`config.mk`:
```
export PLATFORM = sky130hd
export DESIGN_NAME = sadc_top
export DESIGN_NICKNAME = d
export VERILOG_FILES = /design/src/pkg/sadc_pkg.sv /design/src/pkg/sadc_sar_if.sv /design/src/design/sadc_sar_engine.sv /design/src/design/sadc_top.sv
export SDC_FILE = /design/constraint.sdc
export NUM_CORES = 1
export LEC_CHECK = 0
export BUFFER_PORTS_ARGS = -buffer_cell sky130_fd_sc_hd__buf_2
export CORE_ASPECT_RATIO = 1.1
export CORE_MARGIN = 2
export CORE_UTILIZATION = 49
export CTS_BUF_LIST = sky130_fd_sc_hd__clkbuf_4
export DETAILED_ROUTE_END_ITERATION = 16
export GPL_TIMING_DRIVEN = 1
export PLACE_DENSITY = 0.84
export REMOVE_ABC_BUFFERS = 1
export SYNTH_ARGS = -nofsm -noshare
export SYNTH_HDL_FRONTEND = slang
export SYNTH_SLANG_ARGS = --single-unit
```
`constraint.sdc`:
```
create_clock -name core_clk_in -period 2.5 [get_ports core_clk_in]
set_input_delay 0.75 -clock core_clk_in [delete_from_list [all_inputs] [get_ports core_clk_in]]
set_output_delay 0.75 -clock core_clk_in [all_outputs]
set_load 0.1 [all_outputs]
```
`src/pkg/sadc_pkg.sv`:
```
// Operation
// - The 10-bit result is split into a high byte with the eight upper bits and bits 7:6 of a low byte with the two lower bits.
// - Result registers are readable at any time but their content during a conversion is not meaningful.
// - When a conversion finishes the result is stored and held until the next conversion starts.
// - Reset does not clear the result registers.
// - The mode register resets to 0x30: slow speed, trigger off, reserved ones, no channel.
// - Speed bit 0 gives a 62 clock conversion and speed bit 1 gives 31 clocks.
// - Trigger pin edges start a conversion only while the trigger enable bit is one.
// - The trigger edge polarity comes from an edge-select bit outside the converter registers.
// - Mode bits 5 and 4 always read one and ignore writes.
// - Channel field upper bits 00 select nothing, 01 inputs 0-3, 10 inputs 4-7, 11 inputs 8-11, lower bits index.
// - Writing one to the start flag starts, it reads one while busy, clears itself on completion, and writing zero stops.
// - Completion sets the done request flag and an interrupt is raised only when its enable is set.
// - An enabled trigger edge sets the start flag just like a software start.
// - Clearing the standby control bit puts the converter in standby, setting it (reset value) releases it.
package sadc_pkg;
  // Register indices; each register takes one aligned word, so the byte address is four times the index
  localparam logic [31:0] IDX_RESULT_HIGH = 32'h0000_ffc4;
  localparam logic [31:0] IDX_RESULT_LOW = 32'h0000_ffc5;
  localparam logic [31:0] IDX_MODE = 32'h0000_ffc6;
  localparam logic [31:0] IDX_START = 32'h0000_ffc7;
  localparam logic [31:0] IDX_CLK_STOP_1 = 32'h0000_fffa;
  localparam logic [31:0] IDX_IRQ_STATUS = 32'h0000_ffc8;
  localparam logic [31:0] IDX_IRQ_MASK = 32'h0000_ffc9;
  localparam logic [31:0] IDX_EDGE_SELECT = 32'h0000_ffca;
  localparam logic [31:0] ADDR_RESULT_HIGH = IDX_RESULT_HIGH << 2;
  localparam logic [31:0] ADDR_RESULT_LOW = IDX_RESULT_LOW << 2;
  localparam logic [31:0] ADDR_MODE = IDX_MODE << 2;
  localparam logic [31:0] ADDR_START = IDX_START << 2;
  localparam logic [31:0] ADDR_CLK_STOP_1 = IDX_CLK_STOP_1 << 2;
  localparam logic [31:0] ADDR_IRQ_STATUS = IDX_IRQ_STATUS << 2;
  localparam logic [31:0] ADDR_IRQ_MASK = IDX_IRQ_MASK << 2;
  localparam logic [31:0] ADDR_EDGE_SELECT = IDX_EDGE_SELECT << 2;
  localparam logic [7:0] MODE_RESET = 8'h30;
  localparam logic [7:0] MODE_FIXED_ONES = 8'h30;
  localparam logic [7:0] START_RESERVED = 8'h7f;
  localparam logic [7:0] CLK_STOP_RESET = 8'hff;
  localparam int MODE_SPEED_BIT = 7;
  localparam int MODE_TRIG_BIT = 6;
  localparam int START_FLAG_BIT = 7;
  localparam int STANDBY_BIT = 4;
  localparam int LOW_RESULT_SHIFT = 6;
  localparam logic [5:0] CYCLES_SLOW = 6'h3e;
  localparam logic [5:0] CYCLES_FAST = 6'h1f;
  localparam int RESULT_W = 10;
  localparam int SAR_STEP_CYCLES = 3;
  typedef enum logic [1:0] {
    ST_IDLE = 2'b00,
    ST_CONV = 2'b01
  } sadc_state_t;
endpackage : sadc_pkg

```
`src/pkg/sadc_sar_if.sv`:
```
`timescale 1ns/10ps
`default_nettype none
interface sadc_sar_if;
  logic start;
  logic stop;
  logic fast;
  logic busy;
  logic done;
  logic [9:0] sar;
  logic [3:0] step;
  modport ctrl (output start, output stop, output fast, input busy, input done, input sar, input step);
  modport sar_m (input start, input stop, input fast, output busy, output done, output sar,
    output step);
endinterface : sadc_sar_if
`default_nettype wire
```
`src/design/sadc_sar_engine.sv`:
```
`timescale 1ns/10ps
`default_nettype none
module sadc_sar_engine (
  input wire logic core_clk_in, // System clock
  input wire logic rst_n_in, // Sync reset, active low
  input wire logic comp_in, // Comparator decision, synchronised
  sadc_sar_if.sar_m sif // Control side
);
  sadc_pkg::sadc_state_t state, next_state;
  logic [5:0] cnt, next_cnt;
  logic [5:0] total;
  logic [9:0] sar, next_sar;
  logic [3:0] bitp, next_bitp;
  logic done, next_done;

  assign sif.busy = (state == sadc_pkg::ST_CONV);
  assign sif.done = done;
  assign sif.sar = sar;
  assign sif.step = bitp;

  always_comb begin
    total = sif.fast ? sadc_pkg::CYCLES_FAST : sadc_pkg::CYCLES_SLOW;
    next_state = state;
    next_cnt = cnt;
    next_sar = sar;
    next_bitp = bitp;
    next_done = 1'b0;
    unique case (state)
      sadc_pkg::ST_IDLE: begin
        if (sif.start) begin
          next_state = sadc_pkg::ST_CONV;
          next_cnt = 6'd1;
          next_sar = 10'h200; // Trial MSB; result holds intermediates
          next_bitp = 4'd9;
        end
      end
      sadc_pkg::ST_CONV: begin
        if (sif.stop) begin
          next_state = sadc_pkg::ST_IDLE;
        end else if (cnt == total) begin
          next_state = sadc_pkg::ST_IDLE;
          next_done = 1'b1;
        end else begin
          next_cnt = cnt + 6'd1;
          // One bit decided per step while bits remain; the tail is settle time
          // Fast mode decides a bit every second clock so all ten bits fit in the shorter time
          if ((sif.fast ? (cnt[0] == 1'b0) : (cnt[1:0] == 2'd0)) && (bitp != 4'd15)) begin
            if (!comp_in) begin
              next_sar[bitp] = 1'b0;
            end
            if (bitp != 4'd0) begin
              next_sar[bitp - 4'd1] = 1'b1;
            end
            next_bitp = bitp - 4'd1;
          end
        end
      end
      default: next_state = sadc_pkg::ST_IDLE;
    endcase
  end

  always_ff @(posedge core_clk_in) begin
    if (!rst_n_in) begin
      state <= sadc_pkg::ST_IDLE;
      cnt <= 6'd0;
      bitp <= 4'd0;
      done <= 1'b0;
    end else begin
      state <= next_state;
      cnt <= next_cnt;
      bitp <= next_bitp;
      done <= next_done;
    end
  end

  // Approximation register has no reset so the held result survives it
  always_ff @(posedge core_clk_in) begin
    sar <= next_sar;
  end

  conv_len_a: assert property (@(posedge core_clk_in) disable iff (!rst_n_in)
    $rose(sif.busy) && !sif.fast |-> (sif.busy && !sif.stop)[*8] ##0 1'b1)
    else $error("conversion ended too early");
endmodule : sadc_sar_engine
`default_nettype wire

```
`src/design/sadc_top.sv`:
```
`timescale 1ns/10ps
`default_nettype none
module sadc_top (
  input wire logic core_clk_in, // System clock 50 MHz
  input wire logic rst_n_in, // Sync reset, active low
  input wire logic hsel_in, // AHB select
  input wire logic [31:0] haddr_in, // AHB address
  input wire logic [1:0] htrans_in, // AHB transfer type
  input wire logic hwrite_in, // AHB write
  input wire logic [2:0] hsize_in, // AHB size
  input wire logic [31:0] hwdata_in, // AHB write data
  input wire logic hready_in, // AHB bus ready
  input wire logic ext_trigger_pin_in, // External trigger pin
  input wire logic comp_in, // Analog comparator output
  output logic [31:0] hrdata_out, // AHB read data
  output logic hreadyout_out, // AHB ready
  output logic hresp_out, // AHB response, always OKAY
  output logic [11:0] analog_input_sel_out, // One-hot analog mux select
  output logic sample_hold_out, // Sample phase active
  output logic converter_standby_out, // Module standby
  output logic irq_out // Conversion-done interrupt
);
  sadc_sar_if sif();
  logic trig_s1, trig_s2, trig_s3;
  logic comp_s1, comp_s2;
  logic [7:0] conv_mode, next_conv_mode;
  logic start_flag, next_start_flag;
  logic [7:0] module_clock_stop_1, next_module_clock_stop_1;
  logic done_req, next_done_req;
  logic done_en, next_done_en;
  logic trigger_edge_select, next_trigger_edge_select;
  logic [9:0] result, next_result;
  logic ap_valid, next_ap_valid;
  logic ap_write, next_ap_write;
  logic [31:0] ap_addr, next_ap_addr;
  logic [31:0] rdata, next_rdata;
  logic [11:0] sel, next_sel;
  logic sh, next_sh;
  logic stby, next_stby;
  logic irq, next_irq;
  logic stby_out, next_stby_out;
  logic res_valid;
  logic trig_edge;
  logic sw_write_start, sw_stop;
  logic [7:0] wbyte;

  // Pin and comparator cross into the clock domain
  always_ff @(posedge core_clk_in) begin
    trig_s1 <= ext_trigger_pin_in;
    trig_s2 <= trig_s1;
    trig_s3 <= trig_s2;
    comp_s1 <= comp_in;
    comp_s2 <= comp_s1;
  end

  // Polarity from the edge-select bit outside the converter's own registers
  assign trig_edge = trigger_edge_select ? (!trig_s2 && trig_s3) : (trig_s2 && !trig_s3);

  always_comb begin
    wbyte = hwdata_in[7:0];
    next_ap_valid = hsel_in && hready_in && htrans_in[1];
    next_ap_write = hwrite_in;
    next_ap_addr = haddr_in;
    sw_write_start = ap_valid && ap_write && (ap_addr == sadc_pkg::ADDR_START) && wbyte[sadc_pkg::START_FLAG_BIT];
    sw_stop = ap_valid && ap_write && (ap_addr == sadc_pkg::ADDR_START) && !wbyte[sadc_pkg::START_FLAG_BIT];
  end

  always_comb begin
    next_conv_mode = conv_mode;
    next_module_clock_stop_1 = module_clock_stop_1;
    next_done_en = done_en;
    next_trigger_edge_select = trigger_edge_select;
    next_done_req = done_req;
    next_start_flag = start_flag;
    if (ap_valid && ap_write) begin
      if (ap_addr == sadc_pkg::ADDR_MODE) begin
        next_conv_mode = wbyte | sadc_pkg::MODE_FIXED_ONES;
      end
      if (ap_addr == sadc_pkg::ADDR_CLK_STOP_1) begin
        next_module_clock_stop_1 = wbyte;
      end
      if (ap_addr == sadc_pkg::ADDR_IRQ_MASK) begin
        next_done_en = wbyte[0];
      end
      if (ap_addr == sadc_pkg::ADDR_EDGE_SELECT) begin
        next_trigger_edge_select = wbyte[0];
      end
      if ((ap_addr == sadc_pkg::ADDR_IRQ_STATUS) && wbyte[0]) begin
        next_done_req = 1'b0;
      end
    end
    if (sw_stop || !stby) begin
      next_start_flag = 1'b0;
    end
    if (sif.done) begin
      next_start_flag = 1'b0;
      next_done_req = 1'b1; // Set wins over the write-one clear
    end
    if (stby && (sw_write_start || (trig_edge && conv_mode[sadc_pkg::MODE_TRIG_BIT]))) begin
      next_start_flag = 1'b1;
    end
  end

  // Start pulse to the engine only from idle; a start while busy just keeps the flag
  assign sif.start = start_flag && !sif.busy && !sif.done;
  assign sif.stop = !start_flag;
  assign sif.fast = conv_mode[sadc_pkg::MODE_SPEED_BIT];

  always_comb begin
    next_result = result;
    if (sif.busy || sif.done) begin
      next_result = sif.sar;
    end
  end

  always_comb begin
    next_sel = '0;
    unique case (conv_mode[3:2])
      2'b00: next_sel = '0;
      2'b01: next_sel[{2'b00, conv_mode[1:0]}] = 1'b1;
      2'b10: next_sel[{2'b01, conv_mode[1:0]}] = 1'b1;
      2'b11: next_sel[{2'b10, conv_mode[1:0]}] = 1'b1;
    endcase
    next_sh = sif.busy && (sif.step == 4'd9);
    next_stby = module_clock_stop_1[sadc_pkg::STANDBY_BIT];
    next_stby_out = !next_stby;
    next_irq = next_done_req && next_done_en;
  end

  always_comb begin
    next_rdata = 32'h0000_0000;
    if (next_ap_valid && !hwrite_in) begin
      unique case (haddr_in)
        sadc_pkg::ADDR_RESULT_HIGH: next_rdata = {24'h00_0000, next_result[9:2]};
        sadc_pkg::ADDR_RESULT_LOW: next_rdata = {24'h00_0000, next_result[1:0], 6'h00};
        sadc_pkg::ADDR_MODE: next_rdata = {24'h00_0000, next_conv_mode};
        sadc_pkg::ADDR_START: next_rdata = {24'h00_0000, next_start_flag, sadc_pkg::START_RESERVED[6:0]};
        sadc_pkg::ADDR_CLK_STOP_1: next_rdata = {24'h00_0000, next_module_clock_stop_1};
        sadc_pkg::ADDR_IRQ_STATUS: next_rdata = {31'h0000_0000, next_done_req};
        sadc_pkg::ADDR_IRQ_MASK: next_rdata = {31'h0000_0000, next_done_en};
        sadc_pkg::ADDR_EDGE_SELECT: next_rdata = {31'h0000_0000, next_trigger_edge_select};
        default: next_rdata = 32'h0000_0000;
      endcase
    end
  end

  always_ff @(posedge core_clk_in) begin
    if (!rst_n_in) begin
      conv_mode <= sadc_pkg::MODE_RESET;
      start_flag <= 1'b0;
      module_clock_stop_1 <= sadc_pkg::CLK_STOP_RESET;
      done_req <= 1'b0;
      done_en <= 1'b0;
      trigger_edge_select <= 1'b0;
      ap_valid <= 1'b0;
      ap_write <= 1'b0;
      ap_addr <= 32'h0000_0000;
      rdata <= 32'h0000_0000;
      sel <= 12'h000;
      sh <= 1'b0;
      stby <= 1'b1;
      stby_out <= 1'b0;
      irq <= 1'b0;
    end else begin
      conv_mode <= next_conv_mode;
      start_flag <= next_start_flag;
      module_clock_stop_1 <= next_module_clock_stop_1;
      done_req <= next_done_req;
      done_en <= next_done_en;
      trigger_edge_select <= next_trigger_edge_select;
      ap_valid <= next_ap_valid;
      ap_write <= next_ap_write;
      ap_addr <= next_ap_addr;
      rdata <= next_rdata;
      sel <= next_sel;
      sh <= next_sh;
      stby <= next_stby;
      stby_out <= next_stby_out;
      irq <= next_irq;
    end
  end

  // Result kept through reset
  always_ff @(posedge core_clk_in) begin
    result <= next_result;
  end

  // Marks that a finished result exists, so the hold check skips the undefined power-up value
  always_ff @(posedge core_clk_in) begin
    if (!rst_n_in) begin
      res_valid <= 1'b0;
    end else if (sif.done) begin
      res_valid <= 1'b1;
    end
  end

  assign hrdata_out = rdata;
  assign hreadyout_out = 1'b1;
  assign hresp_out = 1'b0;
  assign analog_input_sel_out = sel;
  assign sample_hold_out = sh;
  assign converter_standby_out = stby_out;
  assign irq_out = irq;

  sadc_sar_engine u_engine (
    .core_clk_in(core_clk_in),
    .rst_n_in(rst_n_in),
    .comp_in(comp_s2),
    .sif(sif)
  );

  mode_fixed_a: assert property (@(posedge core_clk_in) disable iff (!rst_n_in)
    conv_mode[5:4] == 2'b11)
    else $error("reserved mode bits not one");
  done_clears_a: assert property (@(posedge core_clk_in) disable iff (!rst_n_in)
    sif.done |=> !start_flag && done_req)
    else $error("done did not clear flag or set request");
  irq_gate_a: assert property (@(posedge core_clk_in) disable iff (!rst_n_in)
    irq |-> done_en && done_req)
    else $error("interrupt without enabled request");
  trig_off_a: assert property (@(posedge core_clk_in) disable iff (!rst_n_in)
    !start_flag && !conv_mode[sadc_pkg::MODE_TRIG_BIT] && !(ap_valid && ap_write) |=> !start_flag)
    else $error("trigger started while disabled");
  result_hold_a: assert property (@(posedge core_clk_in) disable iff (!rst_n_in)
    res_valid && !sif.busy && !sif.done |=> $stable(result))
    else $error("result changed while idle");
  chan_none_a: assert property (@(posedge core_clk_in) disable iff (!rst_n_in)
    conv_mode[3:2] == 2'b00 |=> sel == 12'h000)
    else $error("channel selected for empty group");
  stby_stop_a: assert property (@(posedge core_clk_in) disable iff (!rst_n_in)
    !stby |=> !start_flag)
    else $error("conversion in standby");
endmodule : sadc_top
`default_nettype wire

```
=== After elaboration in Yosys (flattened, before gate mapping) ===
Index checks and enable logic that the tools add are counted.

* Add/sub/neg operators: 2
* Magnitude comparators: 10
* Equal/unequal tests: 26
* Mux-type cells: 55
* Bitwise logic cells: 4
* Reductions and logical operators: 43

{| class="wikitable"
|+ Operators by type and width
! kind !! count
|-
| $eq 32x18->1 const B || 14
|-
| $mux 10 || 11
|-
| $pmux 8 s8 || 1
|-
| $pmux 12 s4 || 1
|-
| $mux 8 || 4
|-
| $mux 6 || 4
|-
| $logic_and 1x1->1 || 22
|-
| $pmux 10 s2 || 1
|-
| $mux 1 || 18
|-
| $mux 4 || 4
|-
| $lt 4x5->1 const B || 3
|-
| $ge 4x1->1 const B || 3
|-
| $pmux 6 s2 || 1
|-
| $and 10x10->10 || 1
|-
| $not 10->10 || 1
|-
| $or 10x10->10 || 1
|-
| $demux 1 s4 || 2
|-
| $logic_not 1->1 || 8
|-
| $pmux 4 s2 || 1
|-
| $add 6x1->6 const B || 1
|-
| $demux 1 s2 || 3
|-
| $eq 6x6->1 || 1
|-
| $logic_not 2->1 || 3
|-
| $mux 2 || 3
|-
| 21 further kinds || 28
|}

* Flip-flop bits (word level): 140
* Input bits: 76
* Output and inout bits: 49
* Word-level logic and storage cells: 166

=== Longest topological paths before layout ===
* Word-level depth: 17
* Gate-level depth with buffers: 7
* Mapped depth without buffers: 7

=== Modules after synthesis ===
From an unflattened synthesis, not the netlist that was laid out.

* Cells, all modules: 506
* Area, all modules: 4964.8 um^2

{| class="wikitable"
|+ By module, submodules not included
! module !! instances !! cells each !! area each (um^2) !! sequential area each (um^2)
|-
| sadc_top || 1 || 366 || 3616.0 || 1861.8
|-
| sadc_sar_engine || 1 || 140 || 1348.8 || 540.5
|}

=== Least setup slack after synthesis ===
OpenSTA, ideal clock, no wires.

* Path kind: input-to-reg
* Start point: in haddr_in[0]
* End point: reg rdata[4], in the netlist hrdata_out[4]
* Library setup time: 0.070 ns
* Arrival: 2.524 ns
* Required time: 2.430 ns
* Slack: -0.094 ns
* Stages: 6
* Path buffers: 0
* Cells stage by stage: nand4bb_1 > or4_1 > or4_1 > o21bai_1 > a211oi_2 > a21boi_1

* Cells in the longest elaborated chain, start to end: 2
* Elaborated cells between the ends (all ways): 9

{| class="wikitable"
|+ RTL lines
! element !! RTL line !! text
|-
| start, declared || sadc_top.sv:7 || <nowiki>input wire logic [31:0] haddr_in,</nowiki>
|-
| $eq 32x18->1 || sadc_top.sv:133 || <nowiki>unique case (haddr_in)</nowiki>
|-
| $pmux 8 s8 (*) || sadc_top.sv:133 ||
|-
| end signal, assigned || sadc_top.sv:174 || <nowiki>rdata <= next_rdata;</nowiki>
|-
| end, declared || sadc_top.sv:36 || <nowiki>logic [31:0] rdata, next_rdata;</nowiki>
|}

Every way passes the cells marked *; elsewhere a longest branch is shown, timed or not.
A chain may end at the register's enable or synchronous reset.

=== Final worst setup path ===
Ends and elaborated chain as after synthesis.

==> parameters.txt <==
Parameter                              Value

Power
  Power density over the cells    652 mW/mm2
  Largest vdd supply drop    0.297 mV
  PnR Total Power    3.59 mW
  Static leakage    2.43 nW

Clock tree
  H-Tree Level Count    4
  Clk buf depth    2
  Library cell used as clock root buffer    sky130_fd_sc_hd__clkbuf_4
  Number of buffers inserted during clock tree synthesis    17
  Worst-skew pair later-pin latency    roughly 0.52 ns
  CTS sink count    115
  CTS tree    yes
  Clock slew at reported path FFs    0.11 ns

Timing
  Setup TNS    0 ns
  Setup repair after global routing missed its margin    no
  Hold Fails Final Rpt    0
  Worst hold slack    0.314 ns
  PnR worst setup slack    0.158 ns
  Clk_skew    0.0171 ns
  Max-slew violation count    0
  Slew headroom    roughly 63%
  Setup Viol. Count Final    0
  Share of the clock period used by the worst path after layout    93.7%
  Final critical-path required period    2.34 ns
  FMAX    about 430 MHz
  Tightest Pin Transition    between 0.5 and 0.6 ns

Yosys
  Most common flop cell mapped by yosys    sky130_fd_sc_hd__dfxtp_1
  Share of flip-flops with an asynchronous set or reset    0%
  EDFF count, synth    10
  Area of the mapped netlist    0.00472 mm2
  Yosys reg bits    115
  Share of the yosys chip area belonging to registers    50.9%
  Gate count of the mapped netlist    471
  Synth warnings    0
  Count of cell types in the netlist    56
  Average cell area after synthesis    about 10 um2

Detailed routing
  Vias per cell    5.20
  Met2 Routed Length    ~5200 um
  Overall via count from detail_route    3,583
  Total DRC errors in the routed layout    0
  Total iterations of the first detailed-routing run    5
  Wire length on met3    598 um
  Number of nets with antenna violations after detailed routing    0
  Iteration-0 DRC Markers    148
  Routed length per instance    around 14 um
  Final wirelength    9980 um
  Uppermost layer routed    met4
  Wire length the detailed router placed on met1    between 4000 and 5000 um

GRT
  Antenna violations before repair    0
  Maximum number of pins on one net before global-route repair    68
  GRT Residual Overflow    0
  Wire length of the first global-routing pass    16,300 um
  Tot GR Track Use    about a fifth
  Vias in the first global route    3,582

Worst setup path
  Data required time at the worst endpoint    between 2 and 3 ns
  Category of the worst setup path launch point    input pin
  Crit. End Element    register
  Max FO, Critical Path    7
  Arrival time reported for the critical path endpoint    2.79 ns
  Kind of critical path    in2reg
  Worst R2R Setup Slack    approximately 0.17 ns

Layout
  Post-route standard cell area excluding fillers    approximately 0.0055 mm2
  Most common library cell in the layout ignoring fill and taps    sky130_fd_sc_hd__dfxtp_1
  Commonest cells after routing, fill and taps aside    105 x sky130_fd_sc_hd__dfxtp_1, 70 x sky130_fd_sc_hd__buf_2, 41 x sky130_fd_sc_hd__and2_1
  Cell Count, Final, Fillers Out    689
  Final-stage net count    642
  Utilization after layout    just under 60%
  Area Growth Syn to Fin    16.8%
  Share of post-route cells with drive strength above 1    between 20% and 30%
  Diode insertion count for antenna repair    0

Floorplan
  Die area    0.0104 mm2
  Starting utilization of the core area    about 50%
  Vertical extent of the die    roughly 110 um
  Cell Rows    37
  Top-Level Pins    125
  Core ar.    0.00935 mm2
  Die outline width    between 90 and 100 um

Job
  Max-capacitance violation count    0

Placement
  Detail Placement HPWL    7450 um
  Worst slack at placement    -0.448 ns
  RD Place Congestion    0.854
  Number of input and output port buffers inserted    70
  Area of placed instances    0.00518 mm2
  Placed cell count    656

Status
  Status    finished clean

Hold path
  Kind of path behind the tightest hold check    in2reg
synth_stat cells (10+ instances only):
master	n	share of area, %
sky130_fd_sc_hd__nand4_1	14	1.9
sky130_fd_sc_hd__and2_1	41	5.4
sky130_fd_sc_hd__inv_1	10	0.80
sky130_fd_sc_hd__nor2_1	29	2.3
sky130_fd_sc_hd__mux2_2	11	2.6
sky130_fd_sc_hd__dfxtp_1	105	45
sky130_fd_sc_hd__nand2_1	29	2.3
sky130_fd_sc_hd__o21ai_0	19	2.0
sky130_fd_sc_hd__edfxtp_1	10	6.4
sky130_fd_sc_hd__a21boi_0	11	1.8
sky130_fd_sc_hd__nor2b_1	14	1.9
sky130_fd_sc_hd__nand3_1	13	1.4
sky130_fd_sc_hd__clkbuf_1	15	1.2
sky130_fd_sc_hd__mux2i_1	16	3.4
sky130_fd_sc_hd__buf_4	26	4.1
sky130_fd_sc_hd__nand2b_1	10	1.3
routing by layer:
layer	track usage (%)	vias up
met5	0	-
met4	9.42	0
met3	6.65	18
met2	34.8	108
met1	21.6	1683
li1	-	1774
where the power goes:
group	total, mW	internal [mW]	switching [mW]	leakage [nW]
Clock	1.38	0.682	0.700	0.152
Combinational	0.305	0.0687	0.236	1.35
Sequential	1.90	1.89	0.0136	0.934
state kept, by name (all words and copies together), names as in the netlist, 4 cells and up:
register,flops
u_engine.cnt,6
hrdata_out,8
analog_input_sel_out,12
ap_addr,32
result,10
conv_mode,8
u_engine.sif.step,4
u_engine.sif.sar,10
module_clock_stop_1,8
worst max-delay path, stage by stage:
cell and delay, ns:
sky130_fd_sc_hd__buf_2 0.10, sky130_fd_sc_hd__nand4bb_1 0.16, sky130_fd_sc_hd__or4_1 0.46, sky130_fd_sc_hd__or4_1 0.45, sky130_fd_sc_hd__o21bai_1 0.20, sky130_fd_sc_hd__a211oi_2 0.29, sky130_fd_sc_hd__buf_4 0.20, sky130_fd_sc_hd__a21boi_1 0.18
logic make-up after synthesis:
family,share of synthesized area [%]
xor+xnor,1.30
flops,50.9
buf+inv,6.34
mux,6.02
simple gates,24.1
fa+ha+maj,1.86
other cells,0.159
compound gates,9.31
what timing repair did:
item | 4_1_cts | 5_1_grt
hold buffers | 0 | 0
pin swaps | 0 | 1
gates resized for setup | 1 | 3
cloned | 0 | 0
setup buffers | 0 | 1
endpoints found under the setup margin | 1 | 3
final cells by class:
| type | count | area, um2 |
|---|---|---|
| fill | 771 | 3840 |
| sequential | 115 | 2400 |
| multi-input combinational | 327 | 2130 |
| timing repair buffer | 88 | 498 |
| clock inverter | 15 | 164 |
| tap | 117 | 146 |
| clock buffer | 17 | 128 |
| inverter | 10 | 37.5 |
path summary, 6_finish.rpt:
kind / startpoint / end / cells past startpoint
worst min register to register: trig_s1 / trig_s2 / 0
worst max register to register: ap_addr[20] / hrdata_out[0] / 8
worst min-delay path: comp_in / comp_s1 / 1
worst max-delay path: haddr_in[0] / hrdata_out[4] / 8
No activity file was read; power rests on OpenSTA's default activity.
